$ cat config.mk
export PLATFORM = sky130hd
export DESIGN_NAME = video_lookup_overlay_mux
export DESIGN_NICKNAME = d
export VERILOG_FILES = /design/src/logic/video_mux_pkg.sv /design/src/logic/video_lookup_overlay_mux.sv
export SDC_FILE = /design/constraint.sdc
export NUM_CORES = 2
export LEC_CHECK = 0
export BUFFER_PORTS_ARGS = -buffer_cell sky130_fd_sc_hd__buf_2
export CAP_MARGIN = 0
export CORE_ASPECT_RATIO = 1.75
export CORE_MARGIN = 2
export CORE_UTILIZATION = 67
export DETAILED_ROUTE_END_ITERATION = 8
export MAX_ROUTING_LAYER = met4
export PLACE_DENSITY_LB_ADDON = 0.3
export SYNTH_ARGS = -nofsm -noshare
export SYNTH_HDL_FRONTEND = slang
export SYNTH_SLANG_ARGS = --single-unit
$ cat constraint.sdc
create_clock -name clk -period 8.2 [get_ports clk]
set_input_delay 0.41 -clock clk [delete_from_list [all_inputs] [get_ports clk]]
set_output_delay 0.41 -clock clk [all_outputs]
set_load 0.03 [all_outputs]
$ cat src/logic/video_mux_pkg.sv
`default_nettype none
package video_mux_pkg;
    localparam int unsigned WORD_W = 6;
    localparam int unsigned COLOURS = 3;
    localparam int unsigned GROUPS = 4;
    localparam int unsigned GROUP_WORDS = 16;
    localparam int unsigned SRC_N = 6;
    localparam int unsigned SYNC_STAGES = 2;
    localparam int unsigned APB_AW = 8;
    // register byte offsets
    localparam logic [7:0] CTRL_OFF = 8'h00;
    localparam logic [7:0] CURSOR_BG_OFF = 8'h04;
    localparam logic [7:0] GRID_BG_OFF = 8'h08;
    localparam logic [7:0] LOAD_OFF = 8'h0c;
    localparam logic [7:0] STATUS_OFF = 8'h10;
    // load register fields
    localparam int unsigned LOAD_EN_A_BIT = 24;
    localparam int unsigned LOAD_EN_B_BIT = 25;
    // output multiplexer channel, gray along a, b, cursor, grid
    typedef enum logic [2:0] {
        SEL_A = 3'h0,
        SEL_B = 3'h1,
        SEL_CURSOR = 3'h3,
        SEL_GRID = 3'h2,
        SEL_SPARE = 3'h6
    } chan_sel_e;
    typedef struct packed {
        logic [5:0] r;
        logic [5:0] g;
        logic [5:0] b;
    } rgb_s;
    // control register, bit 0 = single1 upward
    typedef struct packed {
        logic [2:0] matte_src;
        logic [2:0] grid_src;
        logic [2:0] cursor_src;
        logic wr;
        logic rd;
        logic interlace;
        logic matting;
        logic single2;
        logic single1;
    } ctrl_s;
    typedef struct packed {
        logic strobe;
        logic hsync;
        logic [5:0] samp_a;
        logic [5:0] samp_b;
        logic [5:0] load_addr;
        logic cursor_bit;
        logic level_bit;
        logic [2:0] spare_src;
    } pin_s;
    typedef struct packed {
        ctrl_s ctrl;
        rgb_s bg_cursor;
        rgb_s bg_grid;
        rgb_s load_data;
        logic we_a;
        logic we_b;
        pin_s pin1;
        pin_s pin2;
        logic strobe_d;
        logic phase;
        chan_sel_e sel;
        rgb_s rgb_out;
        logic pready;
        logic pslverr;
        logic [31:0] prdata;
    } state_s;
    localparam state_s STATE_RST = '0;
endpackage
`default_nettype wire

$ cat src/logic/video_lookup_overlay_mux.sv
// Operation
// RULE1: each table holds 64 six-bit words; low four address bits pick word in group
// RULE2: upper two address bits decode one-hot to one of four storage groups
// RULE3: tables A and B active per colour, each with own address and write pulse
// RULE4: host write data goes to both tables; enables decide which stores it
// RULE5: two-level mux: A, B, spare, overlay; overlay is cursor or grid fill
// RULE6: mux follows sequencer channel control and may change every pixel
// RULE7: chosen word is latched on the pixel latch strobe, all bits together
// RULE8: during horizontal sync the output latch is forced to zero
// RULE9: single-one mode selects table A; single-two mode selects table B
// RULE10: cursor or grid overrides channel choice; cursor beats grid
// RULE11: cursor drives cursor_fill_select, grid drives grid_fill_select, background colour out
// RULE12: matting mode picks A or B per pixel from matting bit; overlays still win
// RULE13: overlays replace pixel outright; sources are never blended
// RULE14: interlace alternates tables A and B each pixel; overlays stay active
// RULE15: three selectors pick cursor, grid, matting bits from six shared inputs
// RULE16: selector outputs are active low
// RULE17: inputs are cursor bit, level bit, complemented level bit; rest spare
// RULE18: host changes background colours only at frame rate
// RULE19: read bit selects video sample address, write bit selects load counter
// RULE20: with no mode or overlay active, table A is shown
//
// Local design decisions: the register offsets and the APB interface to the registers.
`timescale 1ns/1ps
`default_nettype none
module video_lookup_overlay_mux (
    // clock and reset
    input wire logic clk,
    input wire logic rst,
    // apb slave
    input wire logic [video_mux_pkg::APB_AW-1:0] paddr,
    input wire logic psel,
    input wire logic penable,
    input wire logic pwrite,
    input wire logic [31:0] pwdata,
    output logic [31:0] prdata,
    output logic pready,
    output logic pslverr,
    // timing generator pins
    input wire logic latch_strobe,
    input wire logic hsync,
    // table address sources
    input wire logic [5:0] video_sample_a,
    input wire logic [5:0] video_sample_b,
    input wire logic [5:0] load_addr,
    // overlay sources
    input wire logic cursor_bit,
    input wire logic level_bit,
    input wire logic [2:0] spare_src,
    // converter side
    output video_mux_pkg::rgb_s rgb_out
);
    localparam int unsigned WW = video_mux_pkg::WORD_W;
    localparam int unsigned NC = video_mux_pkg::COLOURS;

    video_mux_pkg::state_s s;
    video_mux_pkg::state_s n;
    video_mux_pkg::pin_s pins_in;
    video_mux_pkg::rgb_s mux_word;
    logic [WW-1:0] mux_c [NC];
    logic [video_mux_pkg::SRC_N-1:0] src;
    logic cursor_n;
    logic grid_n;
    logic matte_n;
    logic cur_on;
    logic grid_on;
    logic matte_on;
    logic strobe_pulse;
    logic [5:0] addr_a;
    logic [5:0] addr_b;
    logic [3:0] grp_a;
    logic [3:0] grp_b;
    logic access;
    logic hit;
    logic [31:0] rdata;
    video_mux_pkg::chan_sel_e sel_next;

    // active-low source pick; codes past the last input read as inactive
    function automatic logic pick_n(input logic [5:0] v, input logic [2:0] k);
        logic r;
        r = 1'b0;
        if (k < 3'h6) begin
            r = v[k];
        end
        return ~r;
    endfunction

    // pin bundle; the sample words are assumed stable around the strobe
    assign pins_in = '{strobe: latch_strobe, hsync: hsync, samp_a: video_sample_a,
                       samp_b: video_sample_b, load_addr: load_addr,
                       cursor_bit: cursor_bit, level_bit: level_bit,
                       spare_src: spare_src};

    assign strobe_pulse = s.pin2.strobe && !s.strobe_d;

    assign src = {s.pin2.spare_src, ~s.pin2.level_bit, s.pin2.level_bit,
                  s.pin2.cursor_bit}; // [RULE17]
    assign cursor_n = pick_n(src, s.ctrl.cursor_src); // [RULE15] [RULE16]
    assign grid_n = pick_n(src, s.ctrl.grid_src); // [RULE15] [RULE16]
    assign matte_n = pick_n(src, s.ctrl.matte_src); // [RULE15] [RULE16]
    assign cur_on = !cursor_n;
    assign grid_on = !grid_n;
    assign matte_on = !matte_n;

    // read wins if software sets both address modes
    assign addr_a = (s.ctrl.wr && !s.ctrl.rd) ? s.pin2.load_addr : s.pin2.samp_a; // [RULE19]
    assign addr_b = (s.ctrl.wr && !s.ctrl.rd) ? s.pin2.load_addr : s.pin2.samp_b; // [RULE19]
    assign grp_a = 4'h1 << addr_a[5:4]; // [RULE2]
    assign grp_b = 4'h1 << addr_b[5:4]; // [RULE2]

    // channel sequencer: cursor, grid, then the data-channel modes
    always_comb begin
        if (cur_on) begin
            sel_next = video_mux_pkg::SEL_CURSOR; // [RULE10] [RULE11]
        end else if (grid_on) begin
            sel_next = video_mux_pkg::SEL_GRID; // [RULE10] [RULE11]
        end else if (s.ctrl.interlace) begin
            sel_next = s.phase ? video_mux_pkg::SEL_B : video_mux_pkg::SEL_A; // [RULE14]
        end else if (s.ctrl.matting) begin
            sel_next = matte_on ? video_mux_pkg::SEL_B : video_mux_pkg::SEL_A; // [RULE12]
        end else if (s.ctrl.single1) begin
            sel_next = video_mux_pkg::SEL_A; // [RULE9]
        end else if (s.ctrl.single2) begin
            sel_next = video_mux_pkg::SEL_B; // [RULE9]
        end else begin
            sel_next = video_mux_pkg::SEL_A; // [RULE20]
        end
    end

    for (genvar c = 0; c < NC; c++) begin : g_colour
        localparam int unsigned HI = NC * WW - 1 - c * WW;
        logic [WW-1:0] tab_a [video_mux_pkg::GROUPS][video_mux_pkg::GROUP_WORDS]; // [RULE1]
        logic [WW-1:0] tab_b [video_mux_pkg::GROUPS][video_mux_pkg::GROUP_WORDS]; // [RULE3]
        logic [WW-1:0] rd_a;
        logic [WW-1:0] rd_b;
        logic [WW-1:0] fill;

        // same data word offered to both tables, each with its own enable
        always_ff @(posedge clk) begin
            for (int g = 0; g < video_mux_pkg::GROUPS; g++) begin
                if (s.we_a && grp_a[g]) begin
                    tab_a[g][addr_a[3:0]] <= s.load_data[HI -: WW]; // [RULE3] [RULE4]
                end
                if (s.we_b && grp_b[g]) begin
                    tab_b[g][addr_b[3:0]] <= s.load_data[HI -: WW]; // [RULE3] [RULE4]
                end
            end
        end

        always_comb begin
            rd_a = '0;
            rd_b = '0;
            for (int g = 0; g < video_mux_pkg::GROUPS; g++) begin
                if (grp_a[g]) begin
                    rd_a = rd_a | tab_a[g][addr_a[3:0]]; // [RULE1] [RULE2]
                end
                if (grp_b[g]) begin
                    rd_b = rd_b | tab_b[g][addr_b[3:0]];
                end
            end
        end

        // second level: cursor or grid fill into the overlay channel
        assign fill = (sel_next == video_mux_pkg::SEL_CURSOR) ?
                      s.bg_cursor[HI -: WW] : s.bg_grid[HI -: WW]; // [RULE5] [RULE11]

        // first level; one source wins outright, no blending
        always_comb begin
            unique case (sel_next)
                video_mux_pkg::SEL_A: mux_c[c] = rd_a; // [RULE5] [RULE13]
                video_mux_pkg::SEL_B: mux_c[c] = rd_b;
                video_mux_pkg::SEL_CURSOR,
                video_mux_pkg::SEL_GRID: mux_c[c] = fill;
                video_mux_pkg::SEL_SPARE: mux_c[c] = '0;
                default: mux_c[c] = '0;
            endcase
        end
    end

    assign mux_word = {mux_c[0], mux_c[1], mux_c[2]};

    assign access = psel && penable;
    assign hit = (paddr == video_mux_pkg::CTRL_OFF) || (paddr == video_mux_pkg::CURSOR_BG_OFF)
                 || (paddr == video_mux_pkg::GRID_BG_OFF) || (paddr == video_mux_pkg::LOAD_OFF)
                 || (paddr == video_mux_pkg::STATUS_OFF);

    always_comb begin
        unique case (paddr)
            video_mux_pkg::CTRL_OFF: rdata = {17'h0, s.ctrl};
            video_mux_pkg::CURSOR_BG_OFF: rdata = {14'h0, s.bg_cursor};
            video_mux_pkg::GRID_BG_OFF: rdata = {14'h0, s.bg_grid};
            video_mux_pkg::LOAD_OFF: rdata = {14'h0, s.load_data};
            video_mux_pkg::STATUS_OFF: rdata = {9'h0, s.pin2.hsync, s.phase, s.sel, s.rgb_out};
            default: rdata = 32'h0;
        endcase
    end

    always_comb begin
        n = s;
        n.pin1 = pins_in;
        n.pin2 = s.pin1;
        n.strobe_d = s.pin2.strobe;
        n.we_a = 1'b0;
        n.we_b = 1'b0;
        // one wait state so read data and pready come from flops
        n.pready = access && !s.pready;
        n.pslverr = access && !s.pready && !hit;
        if (access && !s.pready) begin
            n.prdata = rdata;
        end
        if (access && s.pready && pwrite) begin
            unique case (paddr)
                video_mux_pkg::CTRL_OFF: n.ctrl = pwdata[14:0];
                // host is expected to touch these only between frames
                video_mux_pkg::CURSOR_BG_OFF: n.bg_cursor = pwdata[17:0]; // [RULE18]
                video_mux_pkg::GRID_BG_OFF: n.bg_grid = pwdata[17:0]; // [RULE18]
                video_mux_pkg::LOAD_OFF: begin
                    n.load_data = pwdata[17:0];
                    n.we_a = pwdata[video_mux_pkg::LOAD_EN_A_BIT] && s.ctrl.wr; // [RULE4]
                    n.we_b = pwdata[video_mux_pkg::LOAD_EN_B_BIT] && s.ctrl.wr; // [RULE4]
                end
                default: ;
            endcase
        end
        if (strobe_pulse) begin
            n.phase = ~s.phase; // [RULE14]
            n.sel = sel_next; // [RULE6]
            n.rgb_out = s.pin2.hsync ? '0 : mux_word; // [RULE7] [RULE8]
        end
    end

    always_ff @(posedge clk) begin
        if (rst) begin
            s <= video_mux_pkg::STATE_RST;
        end else begin
            s <= n;
        end
    end

    assign prdata = s.prdata;
    assign pready = s.pready;
    assign pslverr = s.pslverr;
    assign rgb_out = s.rgb_out;
endmodule // video_lookup_overlay_mux
`default_nettype wire

==> impl_metrics.csv <==
group,metric,value,unit
die,pin_count,122,
critical_path,cp-end-kind,"register",
detailed_routing,drt_iter0_drc,8443,
run,maxCapViolCount,1,
detailed_routing,antenna_left,0,
cells_and_area,syn_to_final_growth,10.66,%
pwr,power.density,234.3,nW/um^2
synthesis,ys_warn_count,0,
cells_and_area,drive_gt1_share,12.41,%
global_route,grt_max_degree,123,
worst_hold_path,whs_path_depth,2,
timing,fin_worst_skew,34.92,ps
detailed_routing,vias,54600,
critical_path,rr_startpoint,"s[167]$_SDFFE_PP0P_",
worst_hold_path,hold_end,"s[161]$_SDFFE_PP0P_",
critical_path,path_cells,"nand2b_2 -> nor3_1 -> nor2_4 -> buf_4 -> o22ai_1 -> o21ai_0 -> nand4_1 -> a221o_1",
die,die-area,139300,um^2
timing,finalSetupTns,0,ps
detailed_routing,wl_met3,29180,um
critical_path,r2r_slack,2570,ps
global_route,grt_use_total,36.66,%
die,start_util,67.37,%
worst_hold_path,holdCritPathClass,"in2reg",
synthesis,synth_edf_count,2304,
timing,maxSlewViolCount,2,
critical_path,crit_family,"simple AND/OR/NAND/NOR gates",
clocking,insertion_delay,850,ps
die,die_w,283.0,um
place,io_buffer_count,99,
detailed_routing,dr.max_layer_used,"met4",
synthesis,async_reset_ff_share,0,%
global_route,grt_overflow,0,
timing,timing.fmax,0.1776,GHz
synthesis,ys_seq_elements,2471,
clocking,cts.htree.levels,4,
critical_path,cpMaxStageDelayCell,"o21ai_0",
cells_and_area,final_cell_mix,"2304 x edfxtp_1, 494 x o22ai_1, 455 x a22o_1",
detailed_routing,post_drt_wl_per_cell,33.34,um
cells_and_area,finalNetCount,5565,
critical_path,crit_path_start,"s[167]$_SDFFE_PP0P_",
worst_hold_path,worstHoldStart,"rst",
timing,rsz0062_at_grt,"false",
timing,min_period_over_period,68.67,%
timing,hold_ws,36.47,ps
die,core,135500,um^2
synthesis,synth_cell_types,54,
detailed_routing,wl,249400,um
detailed_routing,remaining_drc_errors,0,
critical_path,arrival,6350,ps
detailed_routing,vias_per_cell,7.301,
critical_path,critPathKind,"reg2reg",
critical_path,worstPathRequired,8920,ps
timing,worst_pin_slew,1611,ps
cells_and_area,final_common_cell,"edfxtp_1",
timing,period_needed,5631,ps
clocking,cts_num_sinks,2471,
die,placementRows,179,
run_status,violations,"max-capacitance violations, max-slew violations",
synthesis,ys.flop_type,"edfxtp_1",
detailed_routing,m1WireLength,78890,um
clocking,cts_made_buffers,196,
critical_path,worstRegToRegCells,8,
critical_path,r2r_end,"rgb_out[13]$_SDFFE_PP0P_",
global_route,grt_pass1_wl,358500,um
place,placed_cells,7062,
die,fp.dieH,492.3,um
detailed_routing,dr_wl_met2,118800,um
timing,final_hold_viol_count,0,
global_route,antenna_found_initial,13,
synthesis,ys_seq_area_share,79.46,%
clocking,post_cts_buffers,0,
critical_path,startpoint_type,"register",
critical_path,cp_max_fo,27,
detailed_routing,detail_route.first_pass.iterations,7,
pwr,ir_worst_vdd,0.2020,mV
clocking,cts_root_buf,"clkbuf_16",
clocking,path_clk_slew,70,ps
timing,slew-limit-headroom,-8.547,%
global_route,grt_pass1_vias,52760,
cells_and_area,fin_area,101000,um^2
place,placed_area,94090,um^2
place,place.gp.congestion,0.9486,
critical_path,max_stage_delay,1250,ps
place,dp.final_hpwl,144500,um
run_status,status,"complete, but fails checks",
timing,finalSetupViolCount,0,
pwr,p_leak,36.96,nW
synthesis,syn_area,91280,um^2
synthesis,avgSynthCellArea,17.02,um^2
clocking,cts.path.max_buffers,3,
clocking,cts_tree,"done",
cells_and_area,instances_no_fill,7479,
synthesis,netlist_instances,5364,
critical_path,crit_buf_inv,1,
-- cell usage after synthesis (all sizes together), types with 2 or more instances --
| master | count | area, um^2 |
|---|---|---|
| edfxtp | 2304 | 69190 |
| and2 | 3 | 18.77 |
| clkbuf | 238 | 893.4 |
| a21o | 2 | 15.01 |
| a22o | 455 | 3985 |
| and4 | 3 | 26.28 |
| and3 | 35 | 219.0 |
| or2 | 3 | 18.77 |
| mux2 | 15 | 168.9 |
| mux2i | 4 | 40.04 |
| o211a | 3 | 30.03 |
| o21bai | 2 | 15.01 |
| nor4 | 2 | 18.77 |
| or3 | 2 | 12.51 |
| nor2b | 53 | 331.6 |
| a31oi | 8 | 50.05 |
| a31o | 6 | 52.55 |
| nor3b | 2 | 15.01 |
| o31ai | 5 | 37.54 |
| nand4 | 39 | 244.0 |
| nand3 | 44 | 220.2 |
| nor2 | 161 | 604.3 |
| o22a | 2 | 17.52 |
| mux4 | 3 | 67.56 |
| o22ai | 496 | 3103 |
| a21oi | 79 | 395.4 |
| nor3 | 9 | 60.06 |
| nand2 | 223 | 837.1 |
| dfxtp | 167 | 3343 |
| a221oi | 443 | 3936 |
| buf | 197 | 1257 |
| a211oi | 15 | 112.6 |
| inv | 10 | 37.54 |
| a221o | 18 | 180.2 |
| a222oi | 15 | 150.1 |
| a22oi | 18 | 135.1 |
| o21ai | 270 | 1351 |
-- through the flow --
stage / power (mW) / setup slack [ps] / utilization, %
6_report: 23.67 / 2569 / 74.55
5_1_grt: 24.13 / 2659 / 74.54
4_1_cts: 23.65 / 3244 / 74.52
3_5_place_dp: 14.42 / 3312 / 69.44
3_3_place_gp: 14.41 / 3311 / 69.44
2_1_floorplan: 14.20 / 4838 / -
-- power by group --
group	switching, mW	total [mW]	internal, mW
Clock	4.34	9.48	5.14
Combinational	0.452	0.595	0.142
Sequential	0.0198	13.6	13.6
Total	4.82	23.7	18.9
-- worst max path at each step --
stage | end | cells past startpoint
global route | rgb_out[13]$_SDFFE_PP0P_ | 8
detailed placement | rgb_out[5]$_SDFFE_PP0P_ | 9
floorplan | g_colour[0].tab_b[0][30]$_DFFE_PP_ | 10
global placement | rgb_out[5]$_SDFFE_PP0P_ | 9
finish | rgb_out[13]$_SDFFE_PP0P_ | 8
CTS | rgb_out[0]$_SDFFE_PP0P_ | 9
-- layout make-up --
cell class                 count  area, um^2
sequential                  2471       72600
fill                        7325       34490
multi-input combinational   2457       16950
clock buffer                 275        5519
timing repair buffer         359        2701
tap                         1810        2265
clock inverter                87       919.6
inverter                      10       37.54
antenna                       10       25.02
-- registers in the layout, indices dropped and copies added (netlist names) --
name and count:
g_colour.tab_a 1152, g_colour.tab_b 1152, n 26, prdata 22
pready 1, pslverr 1, rgb_out 18, s 99
-- metal layers --
metal,track usage (%),vias up
met4,26.95,0
li1,-,22530
met3,7.396,865
met1,43.43,26980
met2,56.32,4232
met5,-,-
-- timing repair --
item,in CTS,in global routing
endpoints found under the hold margin,95,0
hold buffers,44,0
resized for setup,0,0
-- cell families (layout without fill, tap and decap cells) --
kind of cell,count (synthesis),count (layout),synth area share [%]
flops,2471,2471,79.46
compound gates,1839,1839,14.88
simple gates,585,585,2.944
buf+inv,445,731,2.397
mux,22,22,0.3029
other cells,1,20,0.004108
xor+xnor,1,1,0.009597
No activity file was read; power rests on OpenSTA's default activity.
